### src/include/mmusc_pkg.sv
// package for the system control register bank: selectors, field positions, carriers
package mmusc_pkg;

    localparam logic [3:0] CRN_CTRL = 4'h1;
    localparam logic [3:0] CRN_TTB = 4'h2;
    localparam logic [3:0] CRN_DOMAIN = 4'h3;
    localparam logic [3:0] CRN_RSVD = 4'h4;
    localparam logic [3:0] CRN_FSR = 4'h5;
    localparam logic [3:0] CRN_FAR = 4'h6;
    localparam logic [2:0] OP2_DATA = 3'h0;
    localparam logic [2:0] OP2_PREFETCH = 3'h1;
    localparam logic [2:0] OP1_ZERO = 3'h0;
    localparam logic [3:0] CRM_ZERO = 4'h0;

    localparam int CTRL_ASYNC_BIT = 31;
    localparam int CTRL_NOTFAST_BIT = 30;
    localparam int CTRL_ROUND_ROBIN_REPLACE = 14;
    localparam int CTRL_VEC_BIT = 13;
    localparam int CTRL_ICACHE_BIT = 12;
    localparam int CTRL_ROMP_BIT = 9;
    localparam int CTRL_SYSP_BIT = 8;
    localparam int CTRL_BIG_BIT = 7;
    localparam int CTRL_DCACHE_BIT = 2;
    localparam int CTRL_ALIGN_BIT = 1;
    localparam int CTRL_MMU_BIT = 0;
    localparam logic [14:0] CTRL_HIGH_RSVD_READ = 15'h0000;
    localparam logic [1:0] CTRL_MID_RSVD_READ = 2'h0;
    localparam logic [3:0] CTRL_LOW_RSVD_READ = 4'hf;

    localparam int TTB_LSB = 14;
    localparam int TTB_W = 18;
    localparam logic [13:0] TTB_LOW_READ = 14'h0000;
    localparam int FSR_W = 8;
    localparam logic [23:0] FSR_HIGH_READ = 24'h00_0000;

    localparam logic [31:0] VEC_BASE_LOW = 32'h0000_0000;
    localparam logic [31:0] VEC_BASE_HIGH = 32'hffff_0000;
    localparam logic [31:0] READ_ZERO = 32'h0000_0000;

    localparam logic [1:0] STRAP_DONE = 2'h3;
    localparam logic [1:0] SIZE_BYTE = 2'h0;
    localparam logic [1:0] SIZE_HALF = 2'h1;
    localparam logic [1:0] SIZE_WORD = 2'h2;

    localparam int VICTIM_W = 6;
    localparam logic [5:0] VICTIM_TOP = 6'h3f;
    localparam logic [5:0] LFSR_SEED = 6'h2d;

    typedef enum logic [1:0] {
        CLK_FAST_BUS = 2'b00,
        CLK_SYNC = 2'b01,
        CLK_RESERVED = 2'b10,
        CLK_ASYNC = 2'b11
    } mmusc_clkmode_e;

    typedef struct packed {
        logic valid;
        logic write;
        logic privileged;
        logic [2:0] op1;
        logic [3:0] crn;
        logic [3:0] crm;
        logic [2:0] op2;
        logic [31:0] wdata;
    } mmusc_xfer_s;

    typedef struct packed {
        logic dataAbort;
        logic [3:0] dataDomain;
        logic [3:0] dataType;
        logic [31:0] dataAddr;
        logic prefetchAbort;
        logic [3:0] prefetchDomain;
        logic [3:0] prefetchType;
        logic prefetchRetire;
    } mmusc_fault_s;

    typedef struct packed {
        logic asyncClockSelect;
        logic notFastBusSelect;
        logic roundRobinReplace;
        logic vectorHigh;
        logic icacheEnable;
        logic romProtect;
        logic systemProtect;
        logic bigEndian;
        logic dcacheEnable;
        logic alignCheckEnable;
        logic mmuEnable;
    } mmusc_ctrl_s;

endpackage

### src/rtl/mmusc_victim.sv
// cache victim counter stepping random or round robin within base..top
`timescale 1ns/10ps
`default_nettype none

module mmusc_victim
    import mmusc_pkg::*;
(
    input wire logic clk,
    input wire logic resetn,
    input wire logic roundRobin,
    input wire logic linefill,
    input wire logic baseLoad,
    input wire logic [VICTIM_W-1:0] baseIn,
    output logic [VICTIM_W-1:0] victim
);

    typedef struct packed {
        logic [VICTIM_W-1:0] base;
        logic [VICTIM_W-1:0] victim;
        logic [VICTIM_W-1:0] lfsr;
    } mmusc_victim_s;

    mmusc_victim_s q, d;

    always_comb begin
        d = q;
        d.lfsr = {q.lfsr[VICTIM_W-2:0], q.lfsr[5] ^ q.lfsr[4]};
        if (baseLoad) begin
            d.base = baseIn;
            d.victim = baseIn;
        end else if (linefill) begin
            if (roundRobin) begin
                d.victim = (q.victim == VICTIM_TOP) ? q.base : q.victim + 6'h01; // RULE24
            end else begin
                d.victim = (q.lfsr < q.base) ? q.base : q.lfsr; // RULE24
            end
        end
    end

    always_ff @(posedge clk) begin
        if (!resetn) begin
            q <= '{base: '0, victim: '0, lfsr: LFSR_SEED};
        end else begin
            q <= d;
        end
    end

    assign victim = q.victim;

endmodule

`default_nettype wire

### src/rtl/mmusc_regs.sv
// system control register bank: control, table base, domains, fault status and address
`timescale 1ns/10ps
`default_nettype none

// Behaviour
// [RULE1] control word read and written whole on register 1, selectors zero
// [RULE2] reset clears control bits; vector bit takes high-vector input level
// [RULE3] control bits 29..15 reserved, read zero here, software writes zero
// [RULE4] control bits 6..3 read ones, bits 11..10 read zeros
// [RULE5] bit 14 picks random or round-robin replacement
// [RULE6] bit 13 puts vectors at low or high base
// [RULE7] bit 12 enables instruction cache
// [RULE8] bits 9 and 8 go to the permission checker
// [RULE9] bit 7 selects little or big endian
// [RULE10] bit 2 enables data cache
// [RULE11] bit 1 enables alignment fault checks, else none raised
// [RULE12] bit 0 enables translation, else MMU bypassed
// [RULE13] bits 31..30 encode fast-bus, synchronous, reserved, asynchronous modes
// [RULE14] register 2 bits 31..14 hold table pointer, read back
// [RULE15] table base bits 13..0 undefined on read, written zero
// [RULE16] register 3 holds sixteen 2-bit domain fields, full read-write
// [RULE17] software leaves register 4 alone
// [RULE18] data abort captures domain and type; bit 8 reads zero
// [RULE19] pipelined prefetch fault status on register 5 selector 1
// [RULE20] both fault status registers writable for debug restore
// [RULE21] register 6 captures data fault address, not prefetch; writable
// [RULE22] software keeps reserved control bits at fixed values
// [RULE23] only privileged transfers reach registers; others trap undefined
// [RULE24] replacement bit steers victim counter on each linefill
// [RULE25] fault type and domain codes carried as opaque values
module mmusc_regs
    import mmusc_pkg::*;
(
    input wire logic clk,
    input wire logic resetn,
    input wire mmusc_xfer_s xferReq,
    output logic respValid,
    output logic [31:0] respData,
    output logic undefTrap,
    input wire mmusc_fault_s faultIn,
    input wire logic vectorInitHighIn,
    input wire logic dataAccessValid,
    input wire logic [1:0] dataAccessSize,
    input wire logic [1:0] dataAddrLow,
    output logic alignFault,
    input wire logic linefill,
    input wire logic victimBaseLoad,
    input wire logic [VICTIM_W-1:0] victimBaseIn,
    output logic [VICTIM_W-1:0] victimIndex,
    output mmusc_ctrl_s ctrl,
    output mmusc_clkmode_e clockMode,
    output logic [31:0] vectorBase,
    output logic [TTB_W-1:0] translationTableBase,
    output logic [31:0] domainAccess,
    output logic [FSR_W-1:0] dataFaultStatus,
    output logic [FSR_W-1:0] prefetchFaultStatus,
    output logic [31:0] faultAddress
);

    typedef struct packed {
        logic vinitMeta;
        logic vinitSync;
        logic [1:0] strapCnt;
        mmusc_ctrl_s ctrl;
        logic [1:0] clockMode;
        logic [31:0] vectorBase;
        logic [TTB_W-1:0] translation_table_base;
        logic [31:0] domain;
        logic [FSR_W-1:0] dataFsr;
        logic [FSR_W-1:0] pfPending;
        logic [FSR_W-1:0] pfFsr;
        logic [31:0] fault_address;
        logic respValid;
        logic [31:0] respData;
        logic undefTrap;
        logic alignFault;
    } mmusc_state_s;

    mmusc_state_s q, d;

    ////////////////////////////////////////////////////////////////////////////////
    // helpers

    function automatic logic selectorOk(input mmusc_xfer_s x);
        logic ok;
        ok = (x.op1 == OP1_ZERO) && (x.crm == CRM_ZERO);
        if (x.crn == CRN_FSR) begin
            ok = ok && ((x.op2 == OP2_DATA) || (x.op2 == OP2_PREFETCH)); // RULE19
        end else begin
            ok = ok && (x.op2 == OP2_DATA);
        end
        return ok;
    endfunction

    function automatic logic [31:0] packCtrl(input mmusc_ctrl_s c);
        logic [31:0] w;
        w = {c.asyncClockSelect, c.notFastBusSelect, // RULE13
             CTRL_HIGH_RSVD_READ, // RULE3
             c.roundRobinReplace, c.vectorHigh, c.icacheEnable,
             CTRL_MID_RSVD_READ, // RULE4
             c.romProtect, c.systemProtect, c.bigEndian,
             CTRL_LOW_RSVD_READ, // RULE4
             c.dcacheEnable, c.alignCheckEnable, c.mmuEnable};
        return w;
    endfunction

    function automatic mmusc_ctrl_s unpackCtrl(input logic [31:0] w);
        mmusc_ctrl_s c;
        c.asyncClockSelect = w[CTRL_ASYNC_BIT];
        c.notFastBusSelect = w[CTRL_NOTFAST_BIT];
        c.roundRobinReplace = w[CTRL_ROUND_ROBIN_REPLACE];
        c.vectorHigh = w[CTRL_VEC_BIT];
        c.icacheEnable = w[CTRL_ICACHE_BIT];
        c.romProtect = w[CTRL_ROMP_BIT];
        c.systemProtect = w[CTRL_SYSP_BIT];
        c.bigEndian = w[CTRL_BIG_BIT];
        c.dcacheEnable = w[CTRL_DCACHE_BIT];
        c.alignCheckEnable = w[CTRL_ALIGN_BIT];
        c.mmuEnable = w[CTRL_MMU_BIT];
        return c;
    endfunction

    function automatic logic [31:0] packFsr(input logic [FSR_W-1:0] f);
        return {FSR_HIGH_READ, f}; // RULE18
    endfunction

    function automatic logic misaligned(input logic [1:0] size, input logic [1:0] addr);
        logic m;
        m = 1'b0;
        if (size == SIZE_HALF) begin
            m = addr[0];
        end else if (size == SIZE_WORD) begin
            m = addr != 2'h0;
        end
        return m;
    endfunction

    ////////////////////////////////////////////////////////////////////////////////
    // next state

    always_comb begin
        d = q;
        d.respValid = 1'b0;
        d.undefTrap = 1'b0;
        d.respData = READ_ZERO;
        d.vinitMeta = vectorInitHighIn;
        d.vinitSync = q.vinitMeta;

        // strap capture after reset release
        if (q.strapCnt != STRAP_DONE) begin
            d.strapCnt = q.strapCnt + 2'h1;
            d.ctrl.vectorHigh = q.vinitSync; // RULE2
        end

        // coprocessor transfers
        if (xferReq.valid) begin
            d.respValid = 1'b1;
            if (!xferReq.privileged) begin
                d.undefTrap = 1'b1; // RULE23
            end else if (selectorOk(xferReq)) begin
                if (xferReq.write) begin
                    unique case (xferReq.crn)
                        CRN_CTRL: d.ctrl = unpackCtrl(xferReq.wdata); // RULE1
                        CRN_TTB: d.translation_table_base = xferReq.wdata[31:TTB_LSB]; // RULE14
                        CRN_DOMAIN: d.domain = xferReq.wdata; // RULE16
                        CRN_FSR: begin
                            if (xferReq.op2 == OP2_PREFETCH) begin
                                d.pfFsr = xferReq.wdata[FSR_W-1:0]; // RULE20
                            end else begin
                                d.dataFsr = xferReq.wdata[FSR_W-1:0]; // RULE20
                            end
                        end
                        CRN_FAR: d.fault_address = xferReq.wdata; // RULE21
                        default: begin
                        end
                    endcase
                end else begin
                    unique case (xferReq.crn)
                        CRN_CTRL: d.respData = packCtrl(q.ctrl); // RULE1
                        CRN_TTB: d.respData = {q.translation_table_base, TTB_LOW_READ}; // RULE14 RULE15
                        CRN_DOMAIN: d.respData = q.domain; // RULE16
                        CRN_FSR: begin
                            if (xferReq.op2 == OP2_PREFETCH) begin
                                d.respData = packFsr(q.pfFsr); // RULE19
                            end else begin
                                d.respData = packFsr(q.dataFsr); // RULE18
                            end
                        end
                        CRN_FAR: d.respData = q.fault_address; // RULE21
                        default: d.respData = READ_ZERO;
                    endcase
                end
            end
        end

        // fault capture overrides a debug write in the same cycle
        if (faultIn.dataAbort) begin
            d.dataFsr = {faultIn.dataDomain, faultIn.dataType}; // RULE18 RULE25
            d.fault_address = faultIn.dataAddr; // RULE21
        end
        if (faultIn.prefetchAbort) begin
            d.pfPending = {faultIn.prefetchDomain, faultIn.prefetchType}; // RULE19 RULE25
        end
        if (faultIn.prefetchRetire) begin
            d.pfFsr = faultIn.prefetchAbort ?
                {faultIn.prefetchDomain, faultIn.prefetchType} : q.pfPending; // RULE19
        end

        // derived settings
        d.clockMode = {d.ctrl.asyncClockSelect, d.ctrl.notFastBusSelect}; // RULE13
        d.vectorBase = d.ctrl.vectorHigh ? VEC_BASE_HIGH : VEC_BASE_LOW; // RULE6
        d.alignFault = dataAccessValid && q.ctrl.alignCheckEnable
            && misaligned(dataAccessSize, dataAddrLow); // RULE11
    end

    always_ff @(posedge clk) begin
        if (!resetn) begin
            q <= '0; // RULE2
        end else begin
            q <= d;
        end
    end

    ////////////////////////////////////////////////////////////////////////////////
    // victim counter

    mmusc_victim u_victim (
        .clk(clk),
        .resetn(resetn),
        .roundRobin(q.ctrl.roundRobinReplace), // RULE5 RULE24
        .linefill(linefill),
        .baseLoad(victimBaseLoad),
        .baseIn(victimBaseIn),
        .victim(victimIndex)
    );

    ////////////////////////////////////////////////////////////////////////////////
    // outputs

    assign respValid = q.respValid;
    assign respData = q.respData;
    assign undefTrap = q.undefTrap;
    assign alignFault = q.alignFault;
    assign ctrl = q.ctrl; // RULE7 RULE8 RULE9 RULE10 RULE12
    assign clockMode = mmusc_clkmode_e'(q.clockMode);
    assign vectorBase = q.vectorBase;
    assign translationTableBase = q.translation_table_base;
    assign domainAccess = q.domain;
    assign dataFaultStatus = q.dataFsr;
    assign prefetchFaultStatus = q.pfFsr;
    assign faultAddress = q.fault_address;

endmodule

`default_nettype wire

### config.mk
export PLATFORM = sky130hd
export DESIGN_NAME = mmusc_regs
export DESIGN_NICKNAME = d
export VERILOG_FILES = /design/src/include/mmusc_pkg.sv /design/src/rtl/mmusc_victim.sv /design/src/rtl/mmusc_regs.sv
export SDC_FILE = /design/constraint.sdc
export NUM_CORES = 1
export LEC_CHECK = 0
export ABC_AREA = 1
export BUFFER_PORTS_ARGS = -buffer_cell sky130_fd_sc_hd__buf_2
export CAP_MARGIN = 10
export CORE_MARGIN = 2
export CORE_UTILIZATION = 40
export CTS_CLUSTER_DIAMETER = 120
export DETAILED_ROUTE_END_ITERATION = 16
export GPL_TIMING_DRIVEN = 0
export HOLD_SLACK_MARGIN = 0.1
export PLACE_DENSITY = 0.65
export SKIP_CTS_REPAIR_TIMING = 1
export SLEW_MARGIN = 20
export SYNTH_ARGS = -nofsm -noshare
export SYNTH_HDL_FRONTEND = slang
export SYNTH_HIERARCHICAL = 1
export SYNTH_SLANG_ARGS = --single-unit
### constraint.sdc
create_clock -name clk -period 1.8 [get_ports clk]
set_input_delay 0.09 -clock clk [delete_from_list [all_inputs] [get_ports clk]]
set_output_delay 0.09 -clock clk [all_outputs]
set_load 0.1 [all_outputs]
==> results of run 1 <==
-- final timing paths --
path | start | endpoint | cells after the start
worst min register to register | d[188]$_SDFF_PN0_ | q[188]$_SDFF_PN0_ | 2
worst max-delay path | u_victim/q[17]$_SDFFE_PN0P_ | u_victim/victim[4]$_SDFFE_PN0P_ | 11
worst min-delay path | faultIn[24] | faultAddress[14]$_SDFFE_PN0P_ | 5
worst max register to register | u_victim/q[17]$_SDFFE_PN0P_ | u_victim/victim[4]$_SDFFE_PN0P_ | 11
-- flip-flops by register name, indices dropped and copies added, names as in the netlist, 8 cells and up --
signal,cells
dataFaultStatus,8
translationTableBase,18
q,11
domainAccess,32
ctrl,9
respData,32
faultAddress,32
prefetchFaultStatus,8
-- power groups by stage --
stage | registers [mW] | clock network [mW] | logic, mW
final | 4.04 | 3.89 | 1.94
after CTS | 4.04 | 3.93 | 1.78
after global routing | 4.06 | 4.11 | 2.06
after global placement | 4.13 | 0 | 1.75
after floorplan | 4.12 | 0 | 1.34
after detailed placement | 4.13 | 0 | 1.77
-- worst max-delay path, delay by kind of cell (launching register included) --
kind / cells / cell delay (ps)
buffers and inverters: 2 / 220
adders and majority gates: 1 / 300
AOI/OAI and AO/OA: 2 / 260
DFF: 1 / 350
and+or+nand+nor: 6 / 460
-- metal layers --
metal,vias up,routed length (um),global-route usage [%]
met4,0,539,7.40
met3,34,2610,5.75
met1,4430,13900,32.6
met5,-,0,0
li1,4921,-,-
met2,425,15500,41.4
-- per-stage QoR --
step | setup WS, ps | TNS, ps | util [%]
after floorplan | 328 | 0 | -
after global routing | -1.19 | -1.19 | 55.0
final | 94.3 | 0 | 55.0
after detailed placement | -24.6 | -43.4 | 48.3
after CTS | -149 | -2470 | 51.0
after global placement | -17.4 | -17.4 | 48.3
-- final cells by class --
type	instances	share of cell area, %
Buffer	244	13.0
Clock buffer	17	3.32
Clock inverter	15	1.52
Inverter	118	3.46
Multi-Input combinational cell	837	30.2
Sequential cell	174	27.3
Tap cell	319	3.12
Timing Repair Buffer	373	18.2
-- layout by cell type, fill, tap and decap left out, types with 3 or more instances in the layout --
cell / n
nor2_1: 178
a21oi_1: 105
nand2_2: 10
a21oi_2: 3
inv_1: 112
clkinv_8: 4
clkbuf_1: 38
nand3_1: 98
nor2_2: 4
o21ai_0: 42
buf_2: 299
a31oi_1: 5
buf_6: 5
dlygate4sd3_1: 91
dfxtp_1: 170
buf_4: 183
ha_1: 6
o22ai_1: 19
o31ai_1: 9
inv_8: 5
dfxtp_2: 4
nand2_4: 5
a21boi_0: 5
clkinv_1: 4
conb_1: 16
nand2_1: 305
clkbuf_16: 17
mux2i_1: 9
-- cells by family after synthesis --
kind of cell    Yosys count  synth area share (%)
compound gates          193                  11.3
xor+xnor                  3                 0.280
fa+ha+maj                 7                 0.933
buf+inv                 362                  22.4
flops                   174                  37.1
mux                       9                 0.960
other cells               1                0.0400
simple gates            609                  27.0
==> impl_metrics.py, run 1 <==
metrics = {
    "outcome": {
        "outcome": "complete, no violations",
    },
    "pwr": {
        "leakagePower_nw": 6.80,
        "seqPwrFrac_pct": 40.9,
        "finalPower_mw": 9.88,
        "p_per_area_nw_per_um2": 771,
        "clock_power_share_pct": 39.4,
        "ir_drop_mv": 0.683,
        "internal_power_mw": 6.56,
        "p_sw_mw": 3.32,
        "swShare_pct": 33.6,
        "share_comb_of_total_power_pct": 19.7,
    },
    "sta": {
        "timing.fmax_mhz": 586,
        "whs_ps": 65.5,
        "finalCriticalPeriod_ps": 1710,
        "post-route-period-util_pct": 94.8,
        "finalHoldViolCount": 0,
        "relSlewSlack_pct": 44.9,
        "maxSlewViolCount": 0,
        "fin_skew_ps": 10.9,
        "tightest_slew_ps": 827,
        "setup_viol": 0,
    },
    "synthesis": {
        "yosys_warnings": 6,
        "syn-cell-area_um2": 9380,
        "async_reset_ff_share_pct": 0,
        "avgSynthCellArea_um2": 6.91,
        "synth_edf_count": 0,
        "synth_common_cells": "305 x nand2_1, 182 x buf_4, 178 x nor2_1, 174 x dfxtp_1, 112 x inv_1",
        "ys_ff_latch": 174,
        "synth.area.top_cells": "dfxtp_1 37%, buf_4 15%, nand2_1 12%",
        "ys_seq_area_share_pct": 37.1,
        "ys_types": 39,
        "yosysTopAreaCell": "dfxtp_1",
        "synth_most_common_cell": "nand2_1",
        "synth_flop_cell": "dfxtp_1",
        "synth_top_area_share_pct": 37.1,
        "syn_inst": 1358,
    },
    "setup_path": {
        "critPathMaxStageDelay_ps": 350,
        "cpMostUsedCell": "nand2_1",
        "cp.required_ps": 2140,
        "rrSetupSlack_ps": 90,
        "worstSetupPathType": "reg2reg",
        "cp.arrival_ps": 2040,
        "crit_fanout": 6,
        "crit_path_cell_trace": "inv_1, ha_1, nand2_1, nand2_2, a21oi_4, buf_4, nand3_1, nand3_1, nand2_1, nand2_1, a21oi_2",
        "cp-start-kind": "register",
        "critPathCaptureType": "register",
        "crit_path_top_delay_cell": "dfxtp_2",
    },
    "flow_run": {
        "drv_cap": 0,
    },
    "placed_design": {
        "post-place-cells": 1973,
        "gp_congestion": 0.911,
        "place_hpwl_um": 24000,
        "place_area_um2": 11200,
        "port_buffers": 281,
    },
    "global_route": {
        "grt-ovfl-total": 0,
        "antenna_found_initial": 0,
        "grt_pass1_vias": 8422,
        "track_usage_pct": 25.1,
        "grt_pass1_wl_um": 46900,
        "grt_max_degree": 20,
    },
    "cts": {
        "cts_buffers": 17,
        "cts_tree": "yes",
        "clock_latency_ps": 440,
        "htreeDepth": 4,
        "clockRootBuffer": "clkbuf_16",
        "cts.clk_slew.worst_paths_ps": 80,
        "cts.sinks": 174,
        "clock_path_buffers": 2,
    },
    "finish": {
        "fillers": 2340,
        "multiInputGateArea_um2": 3870,
        "instances_no_fill": 2097,
        "nets": 1888,
        "num_antenna_cells": 0,
        "final_area_um2": 12800,
        "ff_latch_area_um2": 3490,
        "final_layout_size_suffix_gt1_share_pct": 31.2,
        "area_growth_pct": 36.4,
    },
    "drt": {
        "drtPass1Iterations": 5,
        "drc": 0,
        "vias": 9810,
        "postRouteAntennaNets": 0,
        "first_iter_violations": 589,
        "wl_per_cell_um": 15.5,
        "routed_via_density": 4.68,
        "wirelength_um": 32600,
    },
    "die": {
        "die_y_um": 157,
        "fp.coreArea_um2": 23300,
        "dieArea_um2": 24700,
        "start_util_pct": 40.3,
        "die_x_um": 157,
        "top_level_ports": 300,
        "rows": 56,
    },
    "worst_hold_path": {
        "hold_path_class": "in2reg",
    },
}
(Power assumes the default switching activity.)
==> run 2: changes to the inputs <==
PLACE_DENSITY = 0.66   (was 0.65)
SYNTH_HIERARCHICAL = not set   (was 1)
==> run 2 against run 1 <==
Critical endpoint is now u_victim.victim[2]$_SDFFE_PN0P_. First-iteration DRC count increased by 3.1%. Sequential share of layout area increased by 1.3 points. Via count decreased by 6.7%. Largest cell class unchanged. Hold slack got worse by 11 ps. Maximum frequency increased by 1.4%.
==> impl_metrics.py, run 2 <==
metrics = {
    "setup_path": {
        "cpMostUsedCell": "nand3_1",
        "critPathCaptureType": "register",
        "critPathMaxStageDelay_ps": 330,
        "crit_path_top_delay_cell": "dfxtp_2",
        "crit_fanout": 6,
        "rrSetupSlack_ps": 120,
        "cp-start-kind": "register",
        "cp.arrival_ps": 2040,
        "reg2reg_from": "u_victim.q[16]$_SDFFE_PN0P_",
        "crit_path_cell_trace": "inv_1, ha_1, nand2_1, inv_1, a21oi_4, buf_4, nand3_1, nand3_1, nand3_1, a21oi_1",
        "cp.required_ps": 2160,
        "ff2ff_path_depth": 10,
        "r2r_end": "u_victim.victim[2]$_SDFFE_PN0P_",
        "worstSetupPathType": "reg2reg",
    },
    "finish": {
        "final_cell_mix": "293 x buf_2, 184 x buf_4, 170 x dfxtp_1, 145 x nor2_1, 140 x a21oi_1",
        "area_growth_pct": 36.2,
        "nets": 1720,
        "layout_commonest_cell": "buf_2",
        "fillers": 2094,
        "final_layout_size_suffix_gt1_share_pct": 34.1,
    },
    "synthesis": {
        "syn-cell-area_um2": 8980,
        "synth_top_family_by_area": "buffers and inverters",
        "synth-adder-area-share_pct": 0.976,
        "async_reset_ff_share_pct": 0,
        "ys_seq_area_share_pct": 38.8,
        "synth_most_common_cell": "buf_4",
        "syn_inst": 1202,
        "synth-compound-area-share_pct": 20.6,
        "synth.area.top_cells": "dfxtp_1 39%, buf_4 15%, a21oi_1 7.9%",
        "ys_types": 41,
        "synth_top_area_share_pct": 38.8,
        "yosys_warnings": 0,
        "synth_edf_count": 0,
        "synth-simple-area-share_pct": 16.0,
        "synth_mux_area_share_pct": 0.892,
        "synth-xor-area-share_pct": 0.293,
        "synth_flop_cell": "dfxtp_1",
        "ys_ff_latch": 174,
        "synth_common_cells": "182 x buf_4, 174 x dfxtp_1, 145 x nor2_1, 142 x a21oi_1, 122 x nand2_1",
        "yosysTopAreaCell": "dfxtp_1",
        "avgSynthCellArea_um2": 7.47,
    },
    "cts": {
        "cts.sinks": 174,
        "cts.clk_slew.worst_paths_ps": 70,
        "htreeDepth": 4,
        "clock_latency_ps": 430,
        "clock_path_buffers": 2,
        "clockRootBuffer": "clkbuf_16",
        "cts_tree": "yes",
        "cts_buffers": 17,
    },
    "sta": {
        "setup_ws_ps": 118,
        "maxSlewViolCount": 0,
        "setup_tns_ps": 0,
        "post-route-period-util_pct": 93.4,
        "tightest_slew_ps": 730,
        "whs_ps": 54.9,
        "finalHoldViolCount": 0,
        "rsz0062_at_grt": "true",
        "timing.fmax_mhz": 595,
        "finalCriticalPeriod_ps": 1680,
        "setup_viol": 0,
        "fin_skew_ps": 9.06,
        "relSlewSlack_pct": 51.3,
    },
    "drt": {
        "first_iter_violations": 607,
        "postRouteAntennaNets": 0,
        "wl_per_cell_um": 16.2,
        "routed_via_density": 4.84,
        "wirelength_um": 30600,
        "drtPass1Iterations": 5,
        "vias": 9154,
        "drc": 0,
    },
    "placed_design": {
        "place_hpwl_um": 22800,
        "gp_congestion": 0.911,
        "dp_slack_ps": -183,
        "port_buffers": 280,
    },
    "outcome": {
        "outcome": "complete, no violations",
    },
    "pwr": {
        "ir_drop_mv": 0.574,
        "leakagePower_nw": 5.95,
        "p_per_area_nw_per_um2": 814,
    },
    "global_route": {
        "grt-ovfl-total": 0,
        "track_usage_pct": 24.6,
        "grt_max_degree": 20,
        "antenna_found_initial": 1,
        "grt_pass1_wl_um": 44900,
        "grt_pass1_vias": 8027,
    },
    "die": {
        "die_y_um": 154,
        "die_x_um": 154,
        "rows": 54,
        "start_util_pct": 40.9,
        "dieArea_um2": 23700,
        "top_level_ports": 300,
        "fp.coreArea_um2": 22000,
    },
    "worst_hold_path": {
        "min_to": "faultAddress[6]$_SDFFE_PN0P_",
        "hold_path_class": "in2reg",
        "hold_depth": 5,
        "holdCritStartpoint": "faultIn[16]",
    },
    "flow_run": {
        "drv_cap": 0,
    },
}
-- run 2: changes by cell type after synthesis, sizes merged, moves of 9 or more --
cell   change
nand2    -191
o21ai     +73
nand3     -56
o21a      +36
a21oi     +33
nor2      -33
inv       -13
o31ai      -9
-- run 2: metal layers --
layer | part of all wire (%) | GRT usage (%) | routed length [um] | vias to the layer above
met5 | 0 | 0 | 0 | -
li1 | - | - | - | 4535
met2 | 46 | 39.2 | 14200 | 384
met4 | 3.6 | 10.4 | 1090 | 0
met1 | 44 | 33.0 | 13400 | 4171
met3 | 6.5 | 4.28 | 1980 | 64
-- run 2: worst max path at each step --
stage          slack [ps]                         from                               to
3_5_place_dp         -180  u_victim.q[17]$_SDFFE_PN0P_  u_victim.victim[1]$_SDFFE_PN0P_
4_1_cts              -250  u_victim.q[17]$_SDFFE_PN0P_  u_victim.victim[1]$_SDFFE_PN0P_
6_report              120  u_victim.q[16]$_SDFFE_PN0P_  u_victim.victim[2]$_SDFFE_PN0P_
3_3_place_gp         -180  u_victim.q[17]$_SDFFE_PN0P_  u_victim.victim[1]$_SDFFE_PN0P_
5_1_grt               -10  u_victim.q[15]$_SDFFE_PN0P_  u_victim.victim[0]$_SDFFE_PN0P_
2_1_floorplan         110  u_victim.q[17]$_SDFFE_PN0P_  u_victim.victim[4]$_SDFFE_PN0P_
-- run 2: where the power goes --
group | total, mW | internal [mW] | switching (mW)
sequential | 4.08 | 3.98 | 0.104
clock | 3.75 | 2.12 | 1.63
combinational | 2.13 | 0.632 | 1.49
-- run 2: logic make-up after synthesis --
group / Yosys count
buffers and inverters: 342
AO/OA/AOI/OAI: 335
AND/OR/NAND/NOR: 332
flip-flops: 174
multiplexers: 8
adder cells (fa/ha/maj): 7
XOR/XNOR: 3
other: 1
-- run 2: through the flow --
| stage | cell area, um2 | util [%] | std cells | power, mW |
|---|---|---|---|---|
| 6_report | 12200 | 55.7 | 1891 | 9.96 |
| 5_1_grt | 12200 | 55.7 | 1891 | 10.3 |
| 4_1_cts | 11400 | 51.8 | 1809 | 9.82 |
| 3_5_place_dp | 10800 | 49.1 | 1777 | 6.12 |
| 3_3_place_gp | 10800 | 49.1 | 1777 | 6.10 |
| 2_1_floorplan | 9030 | - | 1217 | 5.67 |
-- run 2: area by class of cell --
class                      count  area (um2)  share of cell area [%]
multi-input combinational    701        3570                    29.2
sequential                   174        3490                    28.5
timing repair buffer         361        2210                    18.0
buffer                       239        1630                    13.3
clock buffer                  19         453                    3.70
inverter                     103         387                    3.16
tap                          280         350                    2.87
clock inverter                13         139                    1.14
antenna                        1        2.50                  0.0205
-- run 2: critical path, delay by kind of cell (launching register included) --
kind                       cells  cell delay [ps]
AOI/OAI and AO/OA              2              380
DFF                            1              330
and+or+nand+nor                4              310
adders and majority gates      1              270
buffers and inverters          3              310
==> run 3: changes to the inputs <==
==> constraint.sdc (replaced) <==
create_clock -name clk -period 1.8 [get_ports clk]
set_input_delay 0.36 -clock clk [delete_from_list [all_inputs] [get_ports clk]]
set_output_delay 0.36 -clock clk [all_outputs]
set_load 0.1 [all_outputs]
==> run 3 against run 2 <==
Sequential power about the same. Register-to-register slack about the same. Clock power about the same. Sequential cell count unchanged. Power down 1.4%. Combinational power down 6%. Cell area down 5.9%. Die area unchanged. Global-route usage unchanged. Via count down 3.7%. Non-clock buffer count down 79. Cell count down 4.1%. Largest cell class is now multi-input gates.
==> impl_metrics.py, run 3 (synthesis gave the netlist of run 2 again) <==
metrics = {
    "drt": {
        "routed_via_density": 4.86,
        "first_iter_violations": 613,
        "drtPass1Iterations": 8,
        "wl_per_cell_um": 16.6,
        "drc": 0,
        "postRouteAntennaNets": 0,
        "vias": 8818,
        "wirelength_um": 30000,
    },
    "cts": {
        "clock_latency_ps": 430,
        "cts_tree": "yes",
        "cts.clk_slew.worst_paths_ps": 70,
        "clockRootBuffer": "clkbuf_16",
        "htreeDepth": 4,
        "cts_buffers": 17,
        "cts.sinks": 174,
        "clock_path_buffers": 2,
    },
    "sta": {
        "post-route-period-util_pct": 97.5,
        "finalCriticalPeriod_ps": 1760,
        "timing.fmax_mhz": 570,
        "fin_skew_ps": 6.37,
        "tightest_slew_ps": 715,
        "whs_ps": 108,
        "relSlewSlack_pct": 52.3,
        "finalHoldViolCount": 0,
        "maxSlewViolCount": 0,
        "setup_ws_ps": 44.7,
        "setup_viol": 0,
        "setup_tns_ps": 0,
    },
    "pwr": {
        "ir_drop_mv": 0.570,
        "swShare_pct": 32.5,
        "p_sw_mw": 3.19,
        "leakagePower_nw": 5.62,
        "internal_power_mw": 6.63,
        "clock_power_share_pct": 38.1,
        "p_per_area_nw_per_um2": 853,
        "share_comb_of_total_power_pct": 20.3,
        "seqPwrFrac_pct": 41.6,
    },
    "die": {
        "die_x_um": 154,
        "fp.coreArea_um2": 22000,
        "start_util_pct": 40.9,
        "dieArea_um2": 23700,
        "die_y_um": 154,
        "top_level_ports": 300,
        "rows": 54,
    },
    "finish": {
        "final_layout_size_suffix_gt1_share_pct": 36.1,
        "layout_commonest_cell": "buf_2",
        "final_area_um2": 11500,
        "area_growth_pct": 28.2,
        "fillers": 2183,
        "nets": 1641,
        "final_cell_mix": "274 x buf_2, 184 x buf_4, 169 x dfxtp_1, 145 x nor2_1, 140 x a21oi_1",
    },
    "global_route": {
        "grt_pass1_wl_um": 44900,
        "grt_pass1_vias": 8027,
        "track_usage_pct": 24.6,
        "antenna_found_initial": 4,
        "grt-ovfl-total": 0,
        "grt_max_degree": 20,
    },
    "setup_path": {
        "critPathCaptureType": "output pin",
        "critPathMaxStageDelay_ps": 420,
        "crit_path_cell_trace": "buf_4, buf_2",
        "cp.required_ps": 1440,
        "worstSetupPathType": "reg2out",
        "crit_fanout": 4,
        "ff2ff_path_depth": 10,
        "crit_path_top_delay_cell": "dfxtp_1",
        "cp.arrival_ps": 1400,
        "cp-start-kind": "register",
    },
    "placed_design": {
        "place_hpwl_um": 22800,
        "dp_slack_ps": -386,
        "port_buffers": 280,
        "place_area_um2": 10800,
        "gp_congestion": 0.911,
    },
    "worst_hold_path": {
        "hold_path_class": "in2reg",
        "hold_depth": 2,
    },
    "flow_run": {
        "drv_cap": 0,
    },
    "outcome": {
        "outcome": "complete, no violations",
    },
}
run 3: cell count changes in the layout (fill, tap and decap cells not counted), sizes merged:
cell	previous run	this run
buf	485	466
clkbuf	55	74
diode	1	2
dlygate4sd3	79	0
run 3: worst max-delay path: cells and delay by family, from the launching register on:
family | cells | cell delay (ps)
buffers and inverters | 2 | 550
DFF | 1 | 420
run 3: path summary, 6_finish.rpt:
path,from,slack [ps],to
worst max register to register,u_victim.q[16]$_SDFFE_PN0P_,120,u_victim.victim[2]$_SDFFE_PN0P_
worst max-delay path,ctrl[10]$_SDFFE_PN0P_,40,ctrl[10]
worst min register to register,d[188]$_SDFF_PN0_,420,q[188]$_SDFF_PN0_
worst min-delay path,xferReq[46],110,undefTrap$_SDFF_PN0_
run 3: area by class of cell:
type                            count  area [um2]  share of cell area [%]
Multi-Input combinational cell    701        3580                    31.1
Sequential cell                   174        3490                    30.4
Buffer                            239        1630                    14.2
Timing Repair Buffer              282        1460                    12.7
Clock buffer                       19         453                    3.94
Inverter                          103         389                    3.38
Tap cell                          280         350                    3.05
Clock inverter                     13         139                    1.21
Antenna cell                        2        5.00                  0.0435
run 3: per-layer routing:
metal	up-vias	GRT usage [%]	wire, um
met5	-	0	7
met4	2	10.4	1040
met3	63	4.28	1910
met2	329	39.2	13800
met1	4052	33.0	13200
li1	4372	-	-
run 3: through the flow:
step	std cells	utilization [%]	power, mW
after floorplan	1217	-	5.67
after global placement	1777	49.1	6.10
after detailed placement	1777	49.1	6.12
after CTS	1809	51.8	9.82
after global routing	1813	52.4	10.2
final	1813	52.4	9.82
run 3: power groups by stage:
stage,logic (mW),clock network [mW],registers (mW)
final,2.00,3.74,4.08
after global routing,2.12,3.95,4.09
after CTS,1.96,3.79,4.08
after detailed placement,1.95,0,4.16
after global placement,1.94,0,4.16
after floorplan,1.52,0,4.15
